[config.mk]
export PLATFORM = sky130hd
export DESIGN_NAME = ref_clock_output
export DESIGN_NICKNAME = d
export VERILOG_FILES = /design/src/rtl/ref_clock_pkg.sv /design/src/rtl/ref_clock_output.sv /design/src/rtl/ref_clock_source_mux.sv /design/src/rtl/ref_clock_waveform.sv
export SDC_FILE = /design/constraint.sdc
export NUM_CORES = 1
export LEC_CHECK = 0
export ABC_AREA = 0
export BUFFER_PORTS_ARGS = -buffer_cell sky130_fd_sc_hd__buf_2
export CAP_MARGIN = 40
export CORE_MARGIN = 2
export CORE_UTILIZATION = 35
export CTS_CLUSTER_DIAMETER = 120
export DETAILED_ROUTE_END_ITERATION = 12
export SLEW_MARGIN = 30
export SYNTH_ARGS = -nofsm -noshare
export SYNTH_HDL_FRONTEND = slang
export SYNTH_SLANG_ARGS = --single-unit
[constraint.sdc]
create_clock -name aclk -period 6.65 [get_ports aclk]
set_input_delay 1.6625 -clock aclk [delete_from_list [all_inputs] [get_ports aclk]]
set_output_delay 1.6625 -clock aclk [all_outputs]
set_load 0.05 [all_outputs]
[src/rtl/ref_clock_pkg.sv]
// ref_clock_pkg: constants, field layouts and carrier types of the
// reference clock output block and its AXI4-Lite register port.
// assumes a single 40 MHz bus clock; all clock sources arrive as
// levels synchronous to that clock.
package ref_clock_pkg;

  // ----------------------------------------------------------------
  // bus geometry
  // ----------------------------------------------------------------
  localparam int          ADDR_W          = 12;        // byte address width
  localparam int          DATA_W          = 32;        // bus data width
  localparam logic [1:0]  RESP_OKAY       = 2'h0;      // axi okay
  localparam logic [1:0]  RESP_SLVERR     = 2'h2;      // axi slave error

  // ----------------------------------------------------------------
  // register indices (printed offsets); byte address is index * 4
  // ----------------------------------------------------------------
  localparam logic [ADDR_W-1:0] IDX_CONTROL    = 12'h296;  // ref_clock_control
  localparam logic [ADDR_W-1:0] IDX_SOURCE_SEL = 12'h297;  // ref_clock_source_select
  localparam logic [ADDR_W-1:0] IDX_STATUS     = 12'h298;  // running status

  // ----------------------------------------------------------------
  // field positions and reset values
  // ----------------------------------------------------------------
  localparam int         ENABLE_BIT      = 7;       // module enable
  localparam int         DUTY_LSB        = 3;       // duty_select [4:3]
  localparam int         DIVIDER_LSB     = 0;       // divider_select [2:0]
  localparam int         SOURCE_LSB      = 0;       // source code [3:0]
  localparam int         STAT_RUN_BIT    = 0;       // output running
  localparam int         STAT_OUT_BIT    = 1;       // output level
  localparam int         STAT_ARM_BIT    = 2;       // waiting for first edge
  localparam logic [7:0] CONTROL_RESET   = 8'h10;   // duty 10, div 000, off
  localparam logic [7:0] SOURCE_RESET    = 8'h00;   // system oscillator

  // ----------------------------------------------------------------
  // encodings
  // ----------------------------------------------------------------
  localparam logic [1:0] DUTY_0          = 2'h0;    // constant low
  localparam logic [1:0] DUTY_25         = 2'h1;
  localparam logic [1:0] DUTY_50         = 2'h2;
  localparam logic [1:0] DUTY_75         = 2'h3;
  localparam logic [2:0] DIV_PASS        = 3'h0;    // no division
  localparam logic [3:0] SRC_SYSTEM      = 4'h0;    // system oscillator
  localparam logic [3:0] SRC_LAST_VALID  = 4'hB;    // logic cell 4

  // control fields as carried between modules
  typedef struct packed {
    logic       enable;          // software enable bit
    logic [1:0] duty_select;     // high fraction code
    logic [2:0] divider_select;  // power-of-two divider
    logic [3:0] source_select;   // clock source code
  } ref_config_s;

  // clock source levels, codes 1 to 11
  typedef struct packed {
    logic logic_cell_4_output;   // 1011
    logic logic_cell_3_output;   // 1010
    logic logic_cell_2_output;   // 1001
    logic logic_cell_1_output;   // 1000
    logic osc_controller_output; // 0111
    logic external_osc;          // 0110
    logic secondary_osc;         // 0101
    logic mid_freq_osc_32k;      // 0100
    logic mid_freq_internal_osc; // 0011
    logic low_freq_internal_osc; // 0010
    logic high_freq_internal_osc;// 0001
  } clk_sources_s;

  // run state of the output sequencer
  typedef enum logic [1:0] {
    OUT_IDLE = 2'b00,   // disabled, output low
    OUT_ARM  = 2'b01,   // enabled, waiting for a source edge
    OUT_RUN  = 2'b10    // producing the waveform
  } out_state_e;

endpackage : ref_clock_pkg

[src/rtl/ref_clock_output.sv]
// ref_clock_output: reference clock output block with an AXI4-Lite
// register port, source selection, power-of-two divider and duty
// shaping, driving the output pin and an internal peripheral clock.
// assumes sources are synchronous levels and the power-management
// block supplies its module-disable bit as a level.
`timescale 1ns/1ps
`default_nettype none
module ref_clock_output
  import ref_clock_pkg::*;
(
  // clock and reset
  input  wire logic                aclk,
  input  wire logic                aresetn,
  // axi4-lite write address
  input  wire logic                s_axi_awvalid,
  output logic                     s_axi_awready,
  input  wire logic [ADDR_W-1:0]   s_axi_awaddr,
  input  wire logic [2:0]          s_axi_awprot,
  // axi4-lite write data
  input  wire logic                s_axi_wvalid,
  output logic                     s_axi_wready,
  input  wire logic [DATA_W-1:0]   s_axi_wdata,
  input  wire logic [3:0]          s_axi_wstrb,
  // axi4-lite write response
  output logic                     s_axi_bvalid,
  input  wire logic                s_axi_bready,
  output logic [1:0]               s_axi_bresp,
  // axi4-lite read address
  input  wire logic                s_axi_arvalid,
  output logic                     s_axi_arready,
  input  wire logic [ADDR_W-1:0]   s_axi_araddr,
  input  wire logic [2:0]          s_axi_arprot,
  // axi4-lite read data
  output logic                     s_axi_rvalid,
  input  wire logic                s_axi_rready,
  output logic [DATA_W-1:0]        s_axi_rdata,
  output logic [1:0]               s_axi_rresp,
  // clock sources and device state
  input  wire clk_sources_s        sources,
  input  wire logic                sleep_active,
  input  wire logic                ref_clock_module_disable,
  // reference clock outputs
  output logic                     ref_clock_out_pin,
  output logic                     ref_clock_internal
);

  // ----------------------------------------------------------------
  // register byte addresses
  // ----------------------------------------------------------------
  localparam logic [ADDR_W-1:0] ADDR_CONTROL    = ADDR_W'(IDX_CONTROL << 2);
  localparam logic [ADDR_W-1:0] ADDR_SOURCE_SEL = ADDR_W'(IDX_SOURCE_SEL << 2);
  localparam logic [ADDR_W-1:0] ADDR_STATUS     = ADDR_W'(IDX_STATUS << 2);

  // ----------------------------------------------------------------
  // state
  // ----------------------------------------------------------------
  typedef struct packed {
    // write channel bookkeeping
    logic                awready;      // address slot free
    logic                wready;       // data slot free
    logic                aw_held;      // address captured
    logic                w_held;       // data captured
    logic [ADDR_W-1:0]   waddr;        // captured write address
    logic [7:0]          wbyte;        // captured low data byte
    logic                wlane0;       // low byte lane strobed
    logic                bvalid;       // write response pending
    logic [1:0]          bresp;        // write response code
    // read channel
    logic                arready;      // read address slot free
    logic                rvalid;       // read data pending
    logic [DATA_W-1:0]   rdata;        // read data
    logic [1:0]          rresp;        // read response code
    // software registers
    logic [7:0]          control;      // ref_clock_control
    logic [7:0]          source_sel;   // ref_clock_source_select
    // output sequencer
    out_state_e          seq;          // idle, armed or running
    logic                pin;          // pin copy of the waveform
    logic                internal;     // internal copy of the waveform
  } top_state_s;

  top_state_s  state_reg;    // registered state
  top_state_s  state_next;   // next state
  ref_config_s cfg;          // decoded control fields
  logic        half_tick;    // one source half-period elapsed
  logic        halted;       // source stopped by sleep
  logic        enabled;      // software enable and not disabled
  logic        wave_run;     // waveform counter allowed to run
  logic        wave_out;     // shaped waveform
  logic        wr_fire;      // both halves of a write present
  logic [7:0]  status_byte;  // status register contents

  // ----------------------------------------------------------------
  // decode
  // ----------------------------------------------------------------

  // control fields in their documented positions
  always_comb begin
    cfg.enable         = state_reg.control[ENABLE_BIT];
    cfg.duty_select    = state_reg.control[DUTY_LSB +: 2];
    cfg.divider_select = state_reg.control[DIVIDER_LSB +: 3];
    cfg.source_select  = state_reg.source_sel[SOURCE_LSB +: 4];
  end

  // the power-management disable bit overrides the software enable
  assign enabled = cfg.enable && !ref_clock_module_disable;

  // the counter runs once armed and the first source edge arrives;
  // waiting for that edge keeps the first high phase whole
  assign wave_run = enabled && !halted &&
                    ((state_reg.seq == OUT_RUN) ||
                     (state_reg.seq == OUT_ARM && half_tick));

  // status readback
  always_comb begin
    status_byte               = 8'h00;
    status_byte[STAT_RUN_BIT] = state_reg.seq == OUT_RUN;
    status_byte[STAT_OUT_BIT] = state_reg.pin;
    status_byte[STAT_ARM_BIT] = state_reg.seq == OUT_ARM;
  end

  // ----------------------------------------------------------------
  // clock path
  // ----------------------------------------------------------------

  // source selection and edge ticks
  ref_clock_source_mux u_mux (
    .aclk          (aclk),
    .aresetn       (aresetn),
    .source_select (cfg.source_select),
    .sleep_active  (sleep_active),
    .sources       (sources),
    .half_tick     (half_tick),
    .source_halted (halted)
  );

  // divider and duty shaping; fields are used live, so changing them
  // while running may glitch the output, which software must avoid
  ref_clock_waveform u_wave (
    .aclk           (aclk),
    .aresetn        (aresetn),
    .run            (wave_run),
    .half_tick      (half_tick),
    .divider_select (cfg.divider_select),
    .duty_select    (cfg.duty_select),
    .wave_out       (wave_out)
  );

  assign wr_fire = state_reg.aw_held && state_reg.w_held && !state_reg.bvalid;

  // ----------------------------------------------------------------
  // next state
  // ----------------------------------------------------------------
  always_comb begin
    state_next = state_reg;

    // write address and data are taken independently, in any order
    if (s_axi_awvalid && state_reg.awready) begin
      state_next.aw_held = 1'b1;
      state_next.waddr   = s_axi_awaddr;
    end
    if (s_axi_wvalid && state_reg.wready) begin
      state_next.w_held = 1'b1;
      state_next.wbyte  = s_axi_wdata[7:0];
      state_next.wlane0 = s_axi_wstrb[0];
    end

    // complete a write once both halves are held
    if (wr_fire) begin
      state_next.aw_held = 1'b0;
      state_next.w_held  = 1'b0;
      state_next.bvalid  = 1'b1;
      state_next.bresp   = RESP_OKAY;
      case (state_reg.waddr)
        ADDR_CONTROL: begin
          // bits 6 and 5 are reserved and stay zero
          if (state_reg.wlane0) begin
            state_next.control = state_reg.wbyte & 8'h9F;
          end
        end
        ADDR_SOURCE_SEL: begin
          // upper nibble reserved
          if (state_reg.wlane0) begin
            state_next.source_sel = state_reg.wbyte & 8'h0F;
          end
        end
        ADDR_STATUS: begin
          // read-only, the write is dropped
          state_next.bresp = RESP_OKAY;
        end
        default: begin
          // unmapped address
          state_next.bresp = RESP_SLVERR;
        end
      endcase
    end

    // write response retires when accepted
    if (state_reg.bvalid && s_axi_bready) begin
      state_next.bvalid = 1'b0;
    end

    // ready flags come from flops: free while its slot holds nothing and no response is pending
    state_next.awready = !state_next.aw_held && !state_next.bvalid;
    state_next.wready  = !state_next.w_held && !state_next.bvalid;

    // read: answer the cycle after the address is taken
    if (s_axi_arvalid && state_reg.arready) begin
      state_next.rvalid = 1'b1;
      state_next.rresp  = RESP_OKAY;
      case (s_axi_araddr)
        ADDR_CONTROL: begin
          state_next.rdata = {24'h000000, state_reg.control};
        end
        ADDR_SOURCE_SEL: begin
          state_next.rdata = {24'h000000, state_reg.source_sel};
        end
        ADDR_STATUS: begin
          state_next.rdata = {24'h000000, status_byte};
        end
        default: begin
          state_next.rdata = 32'h00000000;
          state_next.rresp = RESP_SLVERR;
        end
      endcase
    end else if (state_reg.rvalid && s_axi_rready) begin
      state_next.rvalid = 1'b0;
    end
    state_next.arready = !state_next.rvalid;

    // output sequencer
    case (state_reg.seq)
      OUT_IDLE: begin
        if (enabled) begin
          state_next.seq = OUT_ARM;
        end
      end
      OUT_ARM: begin
        if (!enabled) begin
          state_next.seq = OUT_IDLE;
        end else if (half_tick && !halted) begin
          state_next.seq = OUT_RUN;
        end
      end
      OUT_RUN: begin
        if (!enabled) begin
          state_next.seq = OUT_IDLE;
        end
      end
      default: begin
        state_next.seq = OUT_IDLE;
      end
    endcase

    // both destinations get the same waveform; disabling or a
    // halted source forces low on the next edge without waiting
    // for the period to finish
    if (!enabled || halted) begin
      state_next.pin      = 1'b0;
      state_next.internal = 1'b0;
    end else begin
      state_next.pin      = wave_out;
      state_next.internal = wave_out;
    end
  end

  // ----------------------------------------------------------------
  // state register
  // ----------------------------------------------------------------
  always_ff @(posedge aclk) begin
    if (!aresetn) begin
      state_reg            <= '0;
      state_reg.awready    <= 1'b1;
      state_reg.wready     <= 1'b1;
      state_reg.arready    <= 1'b1;
      state_reg.control    <= CONTROL_RESET;
      state_reg.source_sel <= SOURCE_RESET;
      state_reg.seq        <= OUT_IDLE;
    end else begin
      state_reg <= state_next;
    end
  end

  // ----------------------------------------------------------------
  // outputs, all straight from flops
  // ----------------------------------------------------------------
  assign s_axi_awready      = state_reg.awready;
  assign s_axi_wready       = state_reg.wready;
  assign s_axi_bvalid       = state_reg.bvalid;
  assign s_axi_bresp        = state_reg.bresp;
  assign s_axi_arready      = state_reg.arready;
  assign s_axi_rvalid       = state_reg.rvalid;
  assign s_axi_rdata        = state_reg.rdata;
  assign s_axi_rresp        = state_reg.rresp;
  assign ref_clock_out_pin  = state_reg.pin;
  assign ref_clock_internal = state_reg.internal;

endmodule : ref_clock_output
`default_nettype wire

[src/rtl/ref_clock_source_mux.sv]
// ref_clock_source_mux: picks one clock source and turns each of its
// edges into a one-cycle half-period tick.
// assumes every source level is synchronous to aclk.
`timescale 1ns/1ps
`default_nettype none
module ref_clock_source_mux
  import ref_clock_pkg::*;
(
  // clock and reset
  input  wire logic          aclk,
  input  wire logic          aresetn,
  // selection
  input  wire logic [3:0]    source_select,
  input  wire logic          sleep_active,
  input  wire clk_sources_s  sources,
  // result
  output logic               half_tick,
  output logic               source_halted
);

  typedef struct packed {
    logic prev;   // last sampled source level
    logic tick;   // half-period tick
  } mux_state_s;

  mux_state_s state_reg;   // registered state
  mux_state_s state_next;  // next state
  logic       level;       // selected source level

  // source selection; reserved codes read as a stopped clock
  always_comb begin
    if (source_select == SRC_SYSTEM || source_select > SRC_LAST_VALID) begin
      level = 1'b0;
    end else begin
      level = sources[source_select - 4'h1];
    end
  end

  // system oscillator halts in sleep, other sources keep running
  assign source_halted = sleep_active && (source_select == SRC_SYSTEM);

  // edge detection; the system oscillator ticks every bus cycle
  always_comb begin
    state_next      = state_reg;
    state_next.prev = level;
    if (source_select == SRC_SYSTEM) begin
      state_next.tick = !source_halted;
    end else begin
      state_next.tick = level != state_reg.prev;
    end
  end

  // state register
  always_ff @(posedge aclk) begin
    if (!aresetn) begin
      state_reg <= '0;
    end else begin
      state_reg <= state_next;
    end
  end

  assign half_tick = state_reg.tick;

endmodule : ref_clock_source_mux
`default_nettype wire

[src/rtl/ref_clock_waveform.sv]
// ref_clock_waveform: counts half-periods of the source over the
// divided period and shapes the duty cycle.
// assumes run drops to clear the counter and output at once.
`timescale 1ns/1ps
`default_nettype none
module ref_clock_waveform
  import ref_clock_pkg::*;
(
  // clock and reset
  input  wire logic        aclk,
  input  wire logic        aresetn,
  // control
  input  wire logic        run,
  input  wire logic        half_tick,
  input  wire logic [2:0]  divider_select,
  input  wire logic [1:0]  duty_select,
  // result
  output logic             wave_out
);

  typedef struct packed {
    logic [7:0] count;  // half-periods into the divided period
    logic       out;    // shaped output
  } wave_state_s;

  wave_state_s state_reg;    // registered state
  wave_state_s state_next;   // next state
  logic [8:0]  period_len;   // half-periods per output period
  logic [8:0]  quarter;      // quarter of the period
  logic [8:0]  high_len;     // half-periods spent high

  // period is 2^(div+1) half-periods, i.e. the source divided by 2^div
  always_comb begin
    period_len = 9'h002 << divider_select;
    quarter    = period_len >> 2;
    if (duty_select == DUTY_0) begin
      high_len = 9'h000;
    end else if (divider_select == DIV_PASS) begin
      high_len = 9'h001;                    // fixed half duty
    end else begin
      // quarter, half or three quarters of the divided period
      high_len = 9'(quarter * {7'h00, duty_select});
    end
  end

  // counter and output; dropping run clears both in one cycle
  always_comb begin
    state_next = state_reg;
    if (!run) begin
      state_next = '0;
    end else if (half_tick) begin
      state_next.out = {1'b0, state_reg.count} < high_len;
      if ({1'b0, state_reg.count} >= period_len - 9'h001) begin
        state_next.count = 8'h00;
      end else begin
        state_next.count = state_reg.count + 8'h01;
      end
    end
  end

  // state register
  always_ff @(posedge aclk) begin
    if (!aresetn) begin
      state_reg <= '0;
    end else begin
      state_reg <= state_next;
    end
  end

  assign wave_out = state_reg.out;

endmodule : ref_clock_waveform
`default_nettype wire

## After elaboration in Yosys (flattened, before gate mapping)

Cells that the tools add are included.
W data, S select, Z words.

- Eq/ne operators: 12
- Mux-type cells: 22
- Order comparisons: 4
- Bitwise gates (word level): 1
- Shift operators: 1
- Reductions and logical operators: 37
- Add/sub/neg operators: 3
- Multipliers: 1

Operators with widths:

| operator | number |
|---|---|
| $eq A12 B12 Y1 const B | 6 |
| $pmux W8 S3 | 1 |
| $mux W9 | 2 |
| $logic_and A1 B1 Y1 | 15 |
| $mux W2 | 7 |
| $ge A8 B9 Y1 | 1 |
| $lt A8 B9 Y1 | 1 |
| $mul A7 B2 Y9 | 1 |
| $reduce_and A3 Y1 | 3 |
| $shl A2 B3 Y9 const A | 1 |
| $sub A9 B1 Y9 const B | 1 |
| $add A8 B1 Y8 const B | 1 |
| $logic_not A1 Y1 | 8 |
| $mux W1 | 8 |
| $mux W8 | 1 |
| $pmux W2 S3 | 1 |
| $reduce_or A3 Y1 | 2 |
| $lt A4 B5 Y1 const B | 1 |
| $bmux W1 S4 | 1 |
| $gt A4 B4 Y1 const B | 1 |
| $logic_not A2 Y1 | 2 |
| $logic_not A4 Y1 | 1 |
| $ne A2 B2 Y1 const B | 2 |
| $sub A4 B1 Y4 const B | 1 |
| 10 further kinds | 12 |

- Bits of input ports: 86
- Flip-flop bits (word level): 88

## Logic depth before layout (Yosys ltp)

- Depth in word-level cells: 7
- Mapped depth: 17
- Depth with buffers taken out: 16

## Modules after synthesis

From an unflattened synthesis, not the netlist that was laid out.

- Cell total of the unflattened synthesis: 434
- Area, all modules: 3637.2 um^2

Modules (own cells, without submodules):

| module | area each (um^2) | instances | cells an instance |
|---|---|---|---|
| ref_clock_output | 2203.4 | 1 | 250 |
| ref_clock_waveform | 1138.6 | 1 | 150 |
| ref_clock_source_mux | 295.3 | 1 | 34 |

## Worst setup path after synthesis

OpenSTA, ideal clock, no wires.

- Kind: input to register
- Start point: input sources[4] in the netlist's numbering
- End point: register u_mux.state_reg, in the netlist u_mux.half_tick
- Arrival: 2.964 ns
- Library setup time: 0.122 ns
- Cell stages on the path: 5
- Path buffers: 0
- Required time: 6.528 ns
- Setup slack: 3.564 ns
- Path through: mux4_2 nor4bb_1 nor3_1 and4_4 o311a_1

- Word-level cells in the longest chain between the ends: 5

Ends and longest elaborated chain:

| element | line | source |
|---|---|---|
| from (decl) | ref_clock_output.sv:39 | `input wire clk_sources_s sources,` |
| $bmux W1 S4 | ref_clock_source_mux.sv:35 | `level = sources[source_select - 4'h1];` |
| $mux W1 (not written as such) | ref_clock_source_mux.sv:35 |  |
| $mux W1 | ref_clock_source_mux.sv:32 | `if (source_select == SRC_SYSTEM \|\| source_select > SRC_LAST_VALID) begin` |
| $ne A1 B1 Y1 | ref_clock_source_mux.sv:49 | `state_next.tick = level != state_reg.prev;` |
| $mux W1 | ref_clock_source_mux.sv:46 | `if (source_select == SRC_SYSTEM) begin` |
| to (signal assigned) | ref_clock_source_mux.sv:58 | `state_reg <= state_next;` |
| to (decl) | ref_clock_source_mux.sv:26 | `mux_state_s state_reg;` |

No other way between the ends. The select of a mux whose other input is x is not followed.
A chain may end at the register's enable or synchronous reset.

## Worst setup path after layout

- Start point: register state_reg, in the netlist cfg[6]
- End point: register u_wave.state_reg, in the netlist u_wave.wave_out

- Word-level cells in the longest chain between the ends: 5
- Elaborated cells between the ends (all ways): 6
- Classes of those cells: mul (1); order compare (1); shift (1); mux (2); reduce/logical (1)

Ends and longest elaborated chain:

| element | line | source |
|---|---|---|
| from (decl) | ref_clock_output.sv:82 | `top_state_s state_reg;` |
| from (signal assigned) | ref_clock_output.sv:280 | `state_reg <= state_next;` |
| $shl A2 B3 Y9 | ref_clock_waveform.sv:34 | `period_len = 9'h002 << divider_select;` |
| $mul A7 B2 Y9 | ref_clock_waveform.sv:42 | `high_len = 9'(quarter * {7'h00, duty_select});` |
| $mux W9 (*) | ref_clock_waveform.sv:38 | `end else if (divider_select == DIV_PASS) begin` |
| $mux W9 (*) | ref_clock_waveform.sv:36 | `if (duty_select == DUTY_0) begin` |
| $lt A8 B9 Y1 (*) | ref_clock_waveform.sv:52 | `state_next.out = {1'b0, state_reg.count} < high_len;` |
| to (signal assigned) | ref_clock_waveform.sv:66 | `state_reg <= state_next;` |
| to (decl) | ref_clock_waveform.sv:26 | `wave_state_s state_reg;` |

Mark *: on every way between the ends. The rest lies on a longest branch, timed or not.

==> key figures <==
Yosys
  – Ranking of synthesized cells by area: dfxtp_1 (33%), buf_4 (7.8%), ha_1 (7.7%)
  – Yosys warns: 0
  – Sequential cell area fraction in the yosys report: about 33%
  – Synth area leader: dfxtp_1
  – Flop and latch count out of synthesis: 58
  – Synth unique cells: 52
  – Syn_area_per_cell: ~8.2 um^2
  – Post-synth top area share: between 30% and 40%
  – FFs w/ async S/R, synth: 0%
  – Post-synth EDFFs: 0
  – Syn Inst Count: 432
  – Mapped Area: 3560 um^2
  – Synth Flop Type: dfxtp_1

Worst setup path
  – R2r startpoint: cfg[6]
  – Setup CP Type: reg2reg
  – Worst Path Required: slightly below 7 ns
  – Worst EP arrival: 3.65 ns
  – Reg2reg setup slack: 3.26 ns
  – Crit start category: flip-flop
  – Crit Path Max Fanout: 12
  – R2r worst-path depth: 16
  – CP endpoint kind: flip-flop
  – R2R Path End: u_wave.wave_out

Layout
  – Area Overhead vs Synth: 12.9%
  – Number of flip-flops in the largest register: 23
  – Final net count: roughly 600
  – Share of cells above drive strength 1: a little under a fifth
  – Final non-filler cell total: about 620
  – Diode count: 0

GRT
  – First-pass GRT wire length: roughly 13000 um
  – Overflow after GRT: 0
  – Largest net degree at the start of global routing: 44
  – Initial antenna violation count: 0
  – Gr usage total: between 10% and 20%
  – Via count of the first global-routing pass: 2827

Floorplan
  – Rows: 36
  – Die height: 105 um
  – Num ports: 129
  – Die Footprint: 11000 um^2
  – Initial Util: 36.2%
  – Area of the core: 9820 um^2
  – Chip Width: between 100 and 150 um

CTS
  – CTS buffer count: 9
  – Post-CTS Setup Bufs: 0
  – CTS Sinks: 58
  – Root buf cell: clkbuf_8
  – Worst-path clk slew: ~0.070 ns
  – Post-CTS resize count: 0
  – CTS Buffer Depth: 2
  – CTS Hold Buffers Added: 0
  – Htree depth: 3
  – CTS tree: yes
  – Clock Latency Late Sink: ~0.33 ns

STA
  – Peak Freq: between 0.2 and 0.3 GHz
  – Setup_tns: 0 ns
  – RSZ-0062 raised after global routing: no
  – Slew HR: approximately three fifths
  – Skew final: between 0.01 and 0.015 ns
  – Period minus WS final: about 3.4 ns
  – Count of final hold-check violations: 0
  – Setup violators final: 0
  – Period utilisation layout: 51.0%
  – Slew @ Worst Pin: 0.620 ns
  – Slew Viols, Final: 0

Pwr
  – Leak: 1.71 nW
  – Power per Cell Area: 201 nW/um^2
  – Clk pwr share: around 41%
  – Cell Int Power: a little under 600 uW
  – Power share of the combinational group: about an eighth
  – Psw: approximately 230 uW
  – Max rail drop VDD: approximately 100 uV
  – Switching Share: about 28%
  – Seq pwr share: between 40% and 50%

Drt
  – Drt total wl: 7390 um
  – DRT Pass-1 Iters: 4
  – ANT nets after route: 0
  – DRC: 0
  – 1st-iter DRT viols: slightly below 90
  – WL/cell: around 12 um
  – Total via count in the routed design: 2966
  – Drt via density: 4.77

Worst hold path
  – Hold Path End: ref_clock_internal
  – Hold Path Stages: 1
  – Hold crit path type: reg2reg
  – Hold wc startpoint: u_wave.wave_out

Place
  – GPL Wtd Cong: between 0.8 and 0.9
  – Number of port buffers: 65
  – Placed Cells: ~610
  – HPWL Detailed: 5690 um

Run status
  – Status: complete, no violations

Job
  – Maxcap violations: 0
==> worst max path at each step <==
stage / startpoint / to / cells past startpoint
floorplan: sources[4] / u_mux.half_tick / 5
global placement: cfg[6] / u_wave.wave_out / 16
detailed placement: cfg[6] / u_wave.wave_out / 16
CTS: cfg[6] / u_wave.wave_out / 16
global route: cfg[6] / u_wave.wave_out / 16
finish: cfg[6] / u_wave.wave_out / 16
==> cells by family after synthesis <==
group | synth area share (%)
XOR/XNOR | 1.97
adder cells (fa/ha/maj) | 8.30
AO/OA/AOI/OAI | 14.7
AND/OR/NAND/NOR | 24.8
buffers and inverters | 11.2
multiplexers | 6.33
flip-flops | 32.6
other | 0.105
==> critical path: stages (launching register included) <==
cell	delay, ns
dfxtp_1	0.57
inv_1	0.17
nand2_1	0.13
nor2_1	0.05
ha_1	0.22
fa_1	0.40
a21o_1	0.18
a21oi_1	0.24
o21bai_1	0.10
a21oi_1	0.19
mux2i_1	0.11
ha_1	0.20
nor4_1	0.25
nand2_1	0.08
a21oi_1	0.11
o21ai_0	0.14
a31oi_1	0.17
==> synthesized netlist by cell type, types with 3 or more instances <==
cell type   n
a21boi_0   20
a21o_1      4
a21oi_1    16
a22oi_1     5
a31oi_1     4
and2_1      6
buf_4      37
clkbuf_1   12
dfxtp_1    58
ha_1       22
inv_1      15
mux2i_1    18
nand2_1    69
nand2b_1    7
nand3_1     6
nand3b_1    4
nand4_1     7
nor2_1     35
nor2b_1    16
nor3_1     10
o21ai_0    13
o21bai_1    3
o22ai_1     4
xnor2_1     4
xor2_1      4
==> metrics by stage <==
step / total power [mW] / instance area [um^2] / hold slack (ns) / setup WS [ns] / util, %
floorplan: 0.468 / 3660 / 0.407 / 3.56 / -
global placement: 0.480 / 3810 / 0.417 / 3.31 / 38.8
detailed placement: 0.481 / 3810 / 0.441 / 3.31 / 38.8
CTS: 0.816 / 4020 / 0.447 / 3.28 / 40.9
global route: 0.842 / 4020 / 0.487 / 2.99 / 40.9
finish: 0.807 / 4020 / 0.451 / 3.26 / 40.9
==> metal layers <==
metal  up-vias  GRT usage, %  share of wire (%)
met4         0          3.62                1.3
li1       1537             -                  -
met1      1323          17.8                 48
met5         -             0                  0
met2        93          22.7                 44
met3        13          3.93                6.5
==> power groups by stage <==
stage / Sequential [mW] / Combinational, mW / Clock, mW
4_1_cts: 0.369 / 0.104 / 0.342
6_report: 0.369 / 0.104 / 0.334
2_1_floorplan: 0.385 / 0.0835 / 0
5_1_grt: 0.371 / 0.113 / 0.358
3_3_place_gp: 0.377 / 0.103 / 0
3_5_place_dp: 0.377 / 0.104 / 0
==> layout make-up <==
cell class,count,area [um^2]
clock buffers,12,155
clock inverters,4,50.0
fillers,1028,5800
inverters,16,60.1
multi-input cells,334,2100
flip-flops and latches,58,1160
well taps,133,166
repair buffers,65,325
==> cell usage in the layout, fill, tap and decap left out, types with 5 or more instances in the layout <==
cell,synthesis,layout
a21boi_0,20,20
a21oi_1,16,16
a22oi_1,5,5
and2_1,6,6
buf_2,0,65
clkbuf_8,0,11
conb_1,1,28
dfxtp_1,58,58
ha_1,22,22
inv_1,15,15
mux2i_1,18,18
nand2_1,69,69
nand2b_1,7,7
nand3_1,6,6
nand4_1,7,7
nor2_1,35,35
nor2b_1,16,16
nor3_1,10,10
o21ai_0,13,13
Power figures use the tool's default switching activity.
